--- src/design/dgpio_pkg.sv ---
// constants for the dual port pin multiplexer
// Function
// - first port input pin is Schmitt input, pull-up on when enabled.
// - external bus drives and samples upper first-port pins on largest package only, ignoring direction.
// - external bus beats every other function on those pins.
// - PWM1 channels C and B drive pins at direction 0, tristate on shutdown.
// - capture unit drives top pin at direction 0, captures at 1.
// - PWM1 channels reach these pins only with PWM remap set.
// - capture unit uses top pin only with remap clear in MCU mode.
// - smallest package: bits 7 and 6 of first port read zero.
// - second port has bits 7..1, plus bit 0 on largest package.
// - second port direction 1 floats driver, 0 drives latch, or comparator 2/1 output on pins 1/2 while comparator on.
// - second port latch register reads back latched value.
// - second port pins are Schmitt inputs, each independently directed.
// - second port pins 1..6 follow comparator control; off for digital.
// - after reset second port pins 0..6 analog and read zero.
package dgpio_pkg;
  localparam int          DGPIO_AW       = 4;
  localparam int          DGPIO_DW       = 8;
  localparam logic [3:0]  ADR_E_PIN      = 4'h0;
  localparam logic [3:0]  ADR_E_LAT      = 4'h1;
  localparam logic [3:0]  ADR_E_DIR      = 4'h2;
  localparam logic [3:0]  ADR_A_LAT      = 4'h3;
  localparam logic [3:0]  ADR_F_PIN      = 4'h4;
  localparam logic [3:0]  ADR_F_LAT      = 4'h5;
  localparam logic [3:0]  ADR_F_DIR      = 4'h6;
  localparam logic [3:0]  ADR_CMP_CTRL   = 4'h7;
  localparam logic [3:0]  ADR_ANA_CFG    = 4'h8;
  localparam logic [7:0]  RST_LAT        = 8'h00;
  localparam logic [7:0]  RST_DIR        = 8'hFF;
  localparam logic [7:0]  RST_A_LAT      = 8'h00;
  localparam logic [7:0]  RST_CMP_CTRL   = 8'h00;
  localparam logic [7:0]  RST_ANA_CFG    = 8'h00;
  localparam logic [2:0]  CMP_OFF_CODE   = 3'h7;
  localparam logic [3:0]  ANA_DIGITAL    = 4'hF;
  localparam int          A_E_PU_BIT     = 6;
  localparam int          A_D_PU_BIT     = 7;
  localparam int          E_LO_PIN       = 5;
  localparam int          E_NPINS        = 3;
  localparam logic [1:0]  PKG_64         = 2'h0;
  localparam logic [1:0]  PKG_80         = 2'h1;
  localparam logic [1:0]  PKG_100        = 2'h2;
  localparam logic [7:0]  E_MASK_SMALL   = 8'h3F;
  localparam logic [7:0]  F_MASK_SMALL   = 8'hFE;
  localparam logic [7:0]  MASK_ALL       = 8'hFF;
  localparam logic [7:0]  F_CMP_PINS     = 8'h7E;
  localparam int          F_C2OUT_PIN    = 1;
  localparam int          F_C1OUT_PIN    = 2;
endpackage : dgpio_pkg

--- src/design/dgpio_top.sv ---
// first port upper pins and second port with register access
//
// The register addresses and strobed register access were left to the implementer.
`timescale 1ns/1ns
module dgpio_top
  import dgpio_pkg::*;
#(
  parameter logic [1:0] PKG_SEL = PKG_100
)(
  input  wire logic                MCLK_I,
  input  wire logic                RESETN_I,
  input  wire logic [DGPIO_AW-1:0] ADDR_I,
  input  wire logic [DGPIO_DW-1:0] WDATA_I,
  input  wire logic                WR_I,
  input  wire logic                RD_I,
  output logic      [DGPIO_DW-1:0] RDATA_O,
  input  wire logic                PWM_REMAP_CFG_I,
  input  wire logic                COMPARE_REMAP_CFG_I,
  input  wire logic                MCU_MODE_I,
  input  wire logic                EXT_BUS_EN_I,
  input  wire logic [E_NPINS-1:0]  EXT_BUS_AD_I,
  input  wire logic                EXT_BUS_AD_OE_I,
  output logic      [E_NPINS-1:0]  EXT_BUS_AD_O,
  input  wire logic                PWM1_CHANNEL_B_I,
  input  wire logic                PWM1_CHANNEL_C_I,
  input  wire logic                PWM1_SHUTDOWN_TRI_I,
  input  wire logic                CCP2_OUT_EN_I,
  input  wire logic                CCP2_OUT_I,
  input  wire logic                PWM2_SHUTDOWN_TRI_I,
  output logic                     CCP2_CAPTURE_O,
  input  wire logic                CMP1_OUT_I,
  input  wire logic                CMP2_OUT_I,
  output logic      [2:0]          CMP_MODE_O,
  output logic      [3:0]          ANA_CFG_O,
  input  wire logic [E_NPINS-1:0]  E_PIN_I,
  output logic      [E_NPINS-1:0]  E_PIN_O,
  output logic      [E_NPINS-1:0]  E_PIN_OE_O,
  output logic      [E_NPINS-1:0]  E_PULLUP_O,
  output logic                     D_PULLUP_EN_O,
  input  wire logic [7:0]          F_PIN_I,
  output logic      [7:0]          F_PIN_O,
  output logic      [7:0]          F_PIN_OE_O
);

  function automatic logic [7:0] f_impl_mask(input logic is_e);
    logic [7:0] m;
    m = MASK_ALL;
    if (is_e && PKG_SEL == PKG_64)
      m = E_MASK_SMALL;
    if (!is_e && PKG_SEL != PKG_100)
      m = F_MASK_SMALL;
    return m;
  endfunction : f_impl_mask

  logic [7:0] e_lat_q, e_dir_q, a_lat_q;
  logic [7:0] f_lat_q, f_dir_q, cmp_ctrl_q, ana_cfg_q;
  logic [7:0] f_meta_q, f_sync_q;
  logic [E_NPINS-1:0] e_meta_q, e_sync_q;
  logic [7:0] rdata_d;
  logic [E_NPINS-1:0] e_out_d, e_oe_d, e_pu_d;
  logic [7:0] f_out_d, f_oe_d;

  wire logic [7:0] e_mask   = f_impl_mask(1'b1);
  wire logic [7:0] f_mask   = f_impl_mask(1'b0);
  wire logic       ext_on   = EXT_BUS_EN_I && (PKG_SEL == PKG_100);
  wire logic       pwm1_rt  = PWM_REMAP_CFG_I && (PKG_SEL != PKG_64);
  wire logic       ccp2_rt  = !COMPARE_REMAP_CFG_I && MCU_MODE_I
                              && (PKG_SEL != PKG_64);
  wire logic       cmp_on   = cmp_ctrl_q[2:0] != CMP_OFF_CODE;
  wire logic       ana_on   = ana_cfg_q[3:0] != ANA_DIGITAL;
  wire logic       e_pu_on  = a_lat_q[A_E_PU_BIT];

  wire logic wr_e_pin = WR_I && ADDR_I == ADR_E_PIN;
  wire logic wr_e_lat = WR_I && ADDR_I == ADR_E_LAT;
  wire logic wr_e_dir = WR_I && ADDR_I == ADR_E_DIR;
  wire logic wr_a_lat = WR_I && ADDR_I == ADR_A_LAT;
  wire logic wr_f_pin = WR_I && ADDR_I == ADR_F_PIN;
  wire logic wr_f_lat = WR_I && ADDR_I == ADR_F_LAT;
  wire logic wr_f_dir = WR_I && ADDR_I == ADR_F_DIR;
  wire logic wr_cmp   = WR_I && ADDR_I == ADR_CMP_CTRL;
  wire logic wr_ana   = WR_I && ADDR_I == ADR_ANA_CFG;

  // analog pins of the second port read as zero
  // analog at reset
  wire logic [7:0] f_ana_mask =
    (cmp_on || ana_on ? F_CMP_PINS : 8'h00) |
    (ana_on ? ~F_CMP_PINS & ~8'h80 : 8'h00);

  wire logic [7:0] e_pin_val;
  assign e_pin_val = {e_sync_q, 5'h00} & e_mask;

  wire logic [7:0] f_pin_val;
  assign f_pin_val = f_sync_q & ~f_ana_mask & f_mask;

  always_comb
  begin
    rdata_d = 8'h00;
    case (ADDR_I)
      ADR_E_PIN:    rdata_d = e_pin_val;
      ADR_E_LAT:    rdata_d = e_lat_q & e_mask;
      ADR_E_DIR:    rdata_d = e_dir_q & e_mask;
      ADR_A_LAT:    rdata_d = a_lat_q;
      ADR_F_PIN:    rdata_d = f_pin_val;
      ADR_F_LAT:    rdata_d = f_lat_q & f_mask;
      ADR_F_DIR:    rdata_d = f_dir_q & f_mask;
      ADR_CMP_CTRL: rdata_d = cmp_ctrl_q;
      ADR_ANA_CFG:  rdata_d = ana_cfg_q;
      default:      rdata_d = 8'h00;
    endcase
  end

  always_ff @(posedge MCLK_I)
  begin
    if (!RESETN_I)
      RDATA_O <= 8'h00;
    else if (RD_I)
      RDATA_O <= rdata_d;
    else
      RDATA_O <= 8'h00;
  end

  // register writes; pin register writes land in the latch
  always_ff @(posedge MCLK_I)
  begin
    if (!RESETN_I)
    begin
      e_lat_q    <= RST_LAT;
      e_dir_q    <= RST_DIR;
      a_lat_q    <= RST_A_LAT;
      f_lat_q    <= RST_LAT;
      f_dir_q    <= RST_DIR;
      cmp_ctrl_q <= RST_CMP_CTRL;
      ana_cfg_q  <= RST_ANA_CFG;
    end
    else
    begin
      if (wr_e_pin || wr_e_lat)
        e_lat_q <= WDATA_I & e_mask;
      if (wr_e_dir)
        e_dir_q <= WDATA_I & e_mask;
      if (wr_a_lat)
        a_lat_q <= WDATA_I;
      if (wr_f_pin || wr_f_lat)
        f_lat_q <= WDATA_I & f_mask;
      if (wr_f_dir)
        f_dir_q <= WDATA_I & f_mask;
      if (wr_cmp)
        cmp_ctrl_q <= WDATA_I;
      if (wr_ana)
        ana_cfg_q <= WDATA_I;
    end
  end

  // two-stage synchronizers for pin levels
  always_ff @(posedge MCLK_I)
  begin
    if (!RESETN_I)
    begin
      e_meta_q <= '0;
      e_sync_q <= '0;
      f_meta_q <= 8'h00;
      f_sync_q <= 8'h00;
    end
    else
    begin
      e_meta_q <= E_PIN_I;
      e_sync_q <= e_meta_q;
      f_meta_q <= F_PIN_I;
      f_sync_q <= f_meta_q;
    end
  end

  // first port pin multiplexing
  genvar gi;
  generate
    for (gi = 0; gi < E_NPINS; gi++)
    begin : g_e_pin
      localparam int P = E_LO_PIN + gi;
      wire logic dir  = e_dir_q[P];
      wire logic impl = e_mask[P];
      wire logic pwm1 = (P == E_LO_PIN || P == E_LO_PIN + 1) && pwm1_rt;
      wire logic ccp2 = (P == E_LO_PIN + 2) && ccp2_rt;
      wire logic pwmv = (P == E_LO_PIN) ? PWM1_CHANNEL_C_I
                                        : PWM1_CHANNEL_B_I;
      always_comb
      begin
        e_out_d[gi] = e_lat_q[P];
        e_oe_d[gi]  = !dir;
        e_pu_d[gi]  = dir && e_pu_on;
        if (ext_on)
        begin
          e_out_d[gi] = EXT_BUS_AD_I[gi];
          e_oe_d[gi]  = EXT_BUS_AD_OE_I;
          e_pu_d[gi]  = 1'b0;
        end
        else if (pwm1 && !dir)
        begin
          e_out_d[gi] = pwmv;
          e_oe_d[gi]  = !PWM1_SHUTDOWN_TRI_I;
        end
        else if (ccp2 && !dir && CCP2_OUT_EN_I)
        begin
          e_out_d[gi] = CCP2_OUT_I;
          e_oe_d[gi]  = !PWM2_SHUTDOWN_TRI_I;
        end
        if (!impl)
        begin
          e_out_d[gi] = 1'b0;
          e_oe_d[gi]  = 1'b0;
          e_pu_d[gi]  = 1'b0;
        end
      end
    end
  endgenerate

  // second port drivers
  genvar fi;
  generate
    for (fi = 0; fi < 8; fi++)
    begin : g_f_pin
      always_comb
      begin
        f_out_d[fi] = f_lat_q[fi];
        f_oe_d[fi]  = !f_dir_q[fi] && f_mask[fi];
        if (cmp_on && !f_dir_q[fi] && fi == F_C2OUT_PIN)
          f_out_d[fi] = CMP2_OUT_I;
        if (cmp_on && !f_dir_q[fi] && fi == F_C1OUT_PIN)
          f_out_d[fi] = CMP1_OUT_I;
      end
    end
  endgenerate

  // registered pin outputs
  always_ff @(posedge MCLK_I)
  begin
    if (!RESETN_I)
    begin
      E_PIN_O        <= '0;
      E_PIN_OE_O     <= '0;
      E_PULLUP_O     <= '0;
      F_PIN_O        <= 8'h00;
      F_PIN_OE_O     <= 8'h00;
      EXT_BUS_AD_O   <= '0;
      CCP2_CAPTURE_O <= 1'b0;
      D_PULLUP_EN_O  <= 1'b0;
      CMP_MODE_O     <= 3'h0;
      ANA_CFG_O      <= 4'h0;
    end
    else
    begin
      E_PIN_O        <= e_out_d;
      E_PIN_OE_O     <= e_oe_d;
      E_PULLUP_O     <= e_pu_d;
      F_PIN_O        <= f_out_d;
      F_PIN_OE_O     <= f_oe_d;
      EXT_BUS_AD_O   <= ext_on ? e_sync_q : '0;
      CCP2_CAPTURE_O <= ccp2_rt && !ext_on && e_dir_q[E_LO_PIN + 2]
                        && e_mask[E_LO_PIN + 2] && e_sync_q[2];
      D_PULLUP_EN_O  <= a_lat_q[A_D_PU_BIT];
      CMP_MODE_O     <= cmp_ctrl_q[2:0];
      ANA_CFG_O      <= ana_cfg_q[3:0];
    end
  end

endmodule : dgpio_top

--- config.mk ---
export PLATFORM = sky130hd
export DESIGN_NAME = dgpio_top
export DESIGN_NICKNAME = d
export VERILOG_FILES = /design/src/design/dgpio_pkg.sv /design/src/design/dgpio_top.sv
export SDC_FILE = /design/constraint.sdc
export NUM_CORES = 1
export LEC_CHECK = 0
export ABC_AREA = 1
export BUFFER_PORTS_ARGS = -buffer_cell sky130_fd_sc_hd__clkbuf_2
export CAP_MARGIN = 20
export CORE_ASPECT_RATIO = 0.7
export CORE_MARGIN = 4
export CORE_UTILIZATION = 50
export CTS_CLUSTER_SIZE = 28
export DETAILED_ROUTE_END_ITERATION = 6
export GPL_TIMING_DRIVEN = 0
export PLACE_DENSITY = 0.77
export SYNTH_ARGS = -nofsm -noshare
export SYNTH_HDL_FRONTEND = slang
export SYNTH_SLANG_ARGS = --single-unit
--- constraint.sdc ---
create_clock -name MCLK_I -period 2.4 [get_ports MCLK_I]
set_clock_uncertainty 0.15 [all_clocks]
set_input_delay 0.36 -clock MCLK_I [delete_from_list [all_inputs] [get_ports MCLK_I]]
set_output_delay 0.36 -clock MCLK_I [all_outputs]
set_load 0.05 [all_outputs]
==> flow_summary.toml <==
[power_and_ir_drop]
p_sw_share_pct = 22.64
power_mw = 4.887
p_int_mw = 3.781
combPwrFrac_pct = 7.3
ir_drop_uv = 746.5
power-per-cell-area_nw_per_um2 = 833.5
p_sw_mw = 1.106
seqPwrFrac_pct = 43.6
p_leak_nw = 2.995
clkPwrFrac_pct = 49.2

[sta]
finalSetupTns_ns = 0
finalSetupViolCount = 0
period_share_pct = 72.58
relSlewSlack_pct = 59.41
tightest_slew_ns = 0.6089
drv_slew = 0
final_hold_viol_count = 0
setup_ws_ns = 0.6581
rsz0062_at_grt = "no"
fmax_ghz = 0.5741
finalCriticalPeriod_ns = 1.742
hold-worst-slack_ns = 0.03026

[yosys]
ys_ff_latch = 123
synth_top_area_share_pct = 53.29
synth_area_leaders = "dfxtp_1, nand2_1, nand3_1"
synth.distinct_cells = 19
avgSynthCellArea_sq_um = 7.453
yosys_warnings = 0
synth_area_sq_um = 4621
syn_inst = 620
synth_seq_area_share_pct = 53.29
synth_top_area_cell = "dfxtp_1"
synth_fp_nets = 663

[global_route]
grt_pass1_wl_mm = 21.36
grt_pass1_vias = 4133
overflow = 0
grt_max_degree = 17
antenna_found_initial = 0
grtUsageTotal_pct = 26.65

[worst_setup_path]
cpLargestDelayFamily = "simple AND/OR/NAND/NOR gates"
rr_startpoint = "cmp_ctrl_q[2]$_SDFFE_PN0P_"
cpPeakStageDelay_ns = 0.46
end_kind = "flip-flop"
arrival_ns = 1.95
cp.required_ns = 2.60
cp_num_buf_inv = 2
r2r-end = "RDATA_O[2]$_SDFF_PN0_"
cp_common_cell = "nand2_1"
r2r_slack_ns = 0.66
critPathMaxFanout = 4
path_class = "flip-flop to flip-flop"
crit_chain = "nand3_1, inv_1, nand2_1, nor2_1, nand2_1, nand3_1, nand2_1, inv_1"
critPathLaunch = "cmp_ctrl_q[2]$_SDFFE_PN0P_"
reg2regPathDepth = 8
crit_path_top_delay_cell = "dfxtp_1"
startpoint_type = "flip-flop"

[clocking]
hold_buffers = 11
clk_latency_ns = 0.41
cts_setup_buffers = 0
cts_root_buf = "clkbuf_16"
post_cts_resize_count = 0
clk_pin_slew_worst_paths_ns = 0.06
cts_made_buffers = 17
cts_max_path_buffers = 2
cts.sinks = 123
htreeDepth = 4
cts_tree = "built"

[floorplanning]
initial_utilization_pct = 51.14
fp.dieW_microns = 122.9
core-area_sq_um = 9035
std_cell_rows = 29
die_area_sq_um = 10870
io_pins = 88
die_y_microns = 88.43

[routing]
wirelength_mm = 13.79
routedWlPerCell_microns = 15.89
dr.pass1.iters = 5
drc = 0
viasPerCell = 5.154
detail-route-antenna-nets = 0
vias = 4474
drt-initial-drc-count = 476

[final_layout]
final_common_cell = "nand2_1"
layout.cells.non_filler = 868
drive_above_1_share_pct = 17.34
finalInstanceArea_sq_um = 5863
mostFrequentLayoutCells = "nand2_1, dfxtp_1, inv_1"
area_growth_pct = 26.89
final_nets = 779
post-route-util_pct = 64.89
diodes = 0

[worst_hold_path]
hold_depth = 3
hold_end = "E_PIN_O[1]$_SDFF_PN0_"
min_path_type = "input port to flip-flop"
hp-start = "EXT_BUS_AD_I[1]"

[placement]
port_buffers = 86
post-place-ws_ns = 0.4343
dpl.cell_count = 830
post-dp-hpwl_mm = 9.959
gp_congestion = 0.9439
placed_area_sq_um = 5206

[job]
maxCapViolations = 0

[outcome]
status = "complete, no violations"
-- worst reg2reg max path: cells and delay by family, from the launching register on --
family | cells | cell delay (ns)
buf+inv | 2 | 0.27
flops | 1 | 0.46
simple gates | 6 | 0.82
-- per-layer routing --
| layer | share of wire (%) | GRT usage, % | vias up |
|---|---|---|---|
| li1 | - | - | 2191 |
| met1 | 43 | 35.18 | 2040 |
| met2 | 44 | 41.25 | 209 |
| met3 | 10 | 9.329 | 34 |
| met4 | 2.3 | 8.638 | 0 |
| met5 | 0 | 0 | - |
-- power by group through the flow --
stage	logic, mW	clock network, mW	registers [mW]
2_1_floorplan	0.149	0	2.21
3_3_place_gp	0.325	0	2.17
3_5_place_dp	0.331	0	2.17
4_1_cts	0.348	2.40	2.13
5_1_grt	0.387	2.51	2.13
6_report	0.354	2.40	2.13
-- Yosys cell counts, drive strengths merged --
master    n
nor2     71
nand3    90
o21ai    37
nor3      6
o211ai    6
inv      94
a21oi    38
o31ai     2
buf      14
clkbuf   11
nand4     2
dfxtp   123
nand2   125
clkinv    1
-- area by class of cell --
| cell class | count | area [sq um] |
|---|---|---|
| clock inverters | 3 | 65.06 |
| plain buffers | 25 | 112.6 |
| multi-input cells | 377 | 1689 |
| well taps | 124 | 155.1 |
| flip-flops and latches | 123 | 2462 |
| inverters | 95 | 356.6 |
| fillers | 799 | 3172 |
| clock buffers | 24 | 481.7 |
| repair buffers | 97 | 540.5 |
-- worst max-delay path by stage --
stage                               to  slack [ns]  depth (start not counted)
2_1_floorplan  e_dir_q[5]$_SDFFE_PN1P_        0.91                          4
3_3_place_gp   e_dir_q[5]$_SDFFE_PN1P_        0.43                          4
3_5_place_dp   e_dir_q[6]$_SDFFE_PN1P_        0.43                          4
4_1_cts          RDATA_O[2]$_SDFF_PN0_        0.70                          8
5_1_grt          RDATA_O[2]$_SDFF_PN0_        0.53                          8
6_report         RDATA_O[2]$_SDFF_PN0_        0.66                          8
-- kinds of logic after synthesis --
group | synth area share, %
and+or+nand+nor | 27.13
DFF | 53.29
AOI/OAI and AO/OA | 9.423
buffers and inverters | 10.15
-- registers in the layout, indices dropped and copies added (netlist names), 4 cells and up --
signal	flops
f_dir_q	8
e_lat_q	8
ana_cfg_q	8
a_lat_q	8
f_sync_q	8
e_dir_q	8
RDATA_O	8
F_PIN_O	8
f_lat_q	8
ANA_CFG_O	4
F_PIN_OE_O	8
f_meta_q	8
cmp_ctrl_q	8
(Power assumes the default switching activity.)
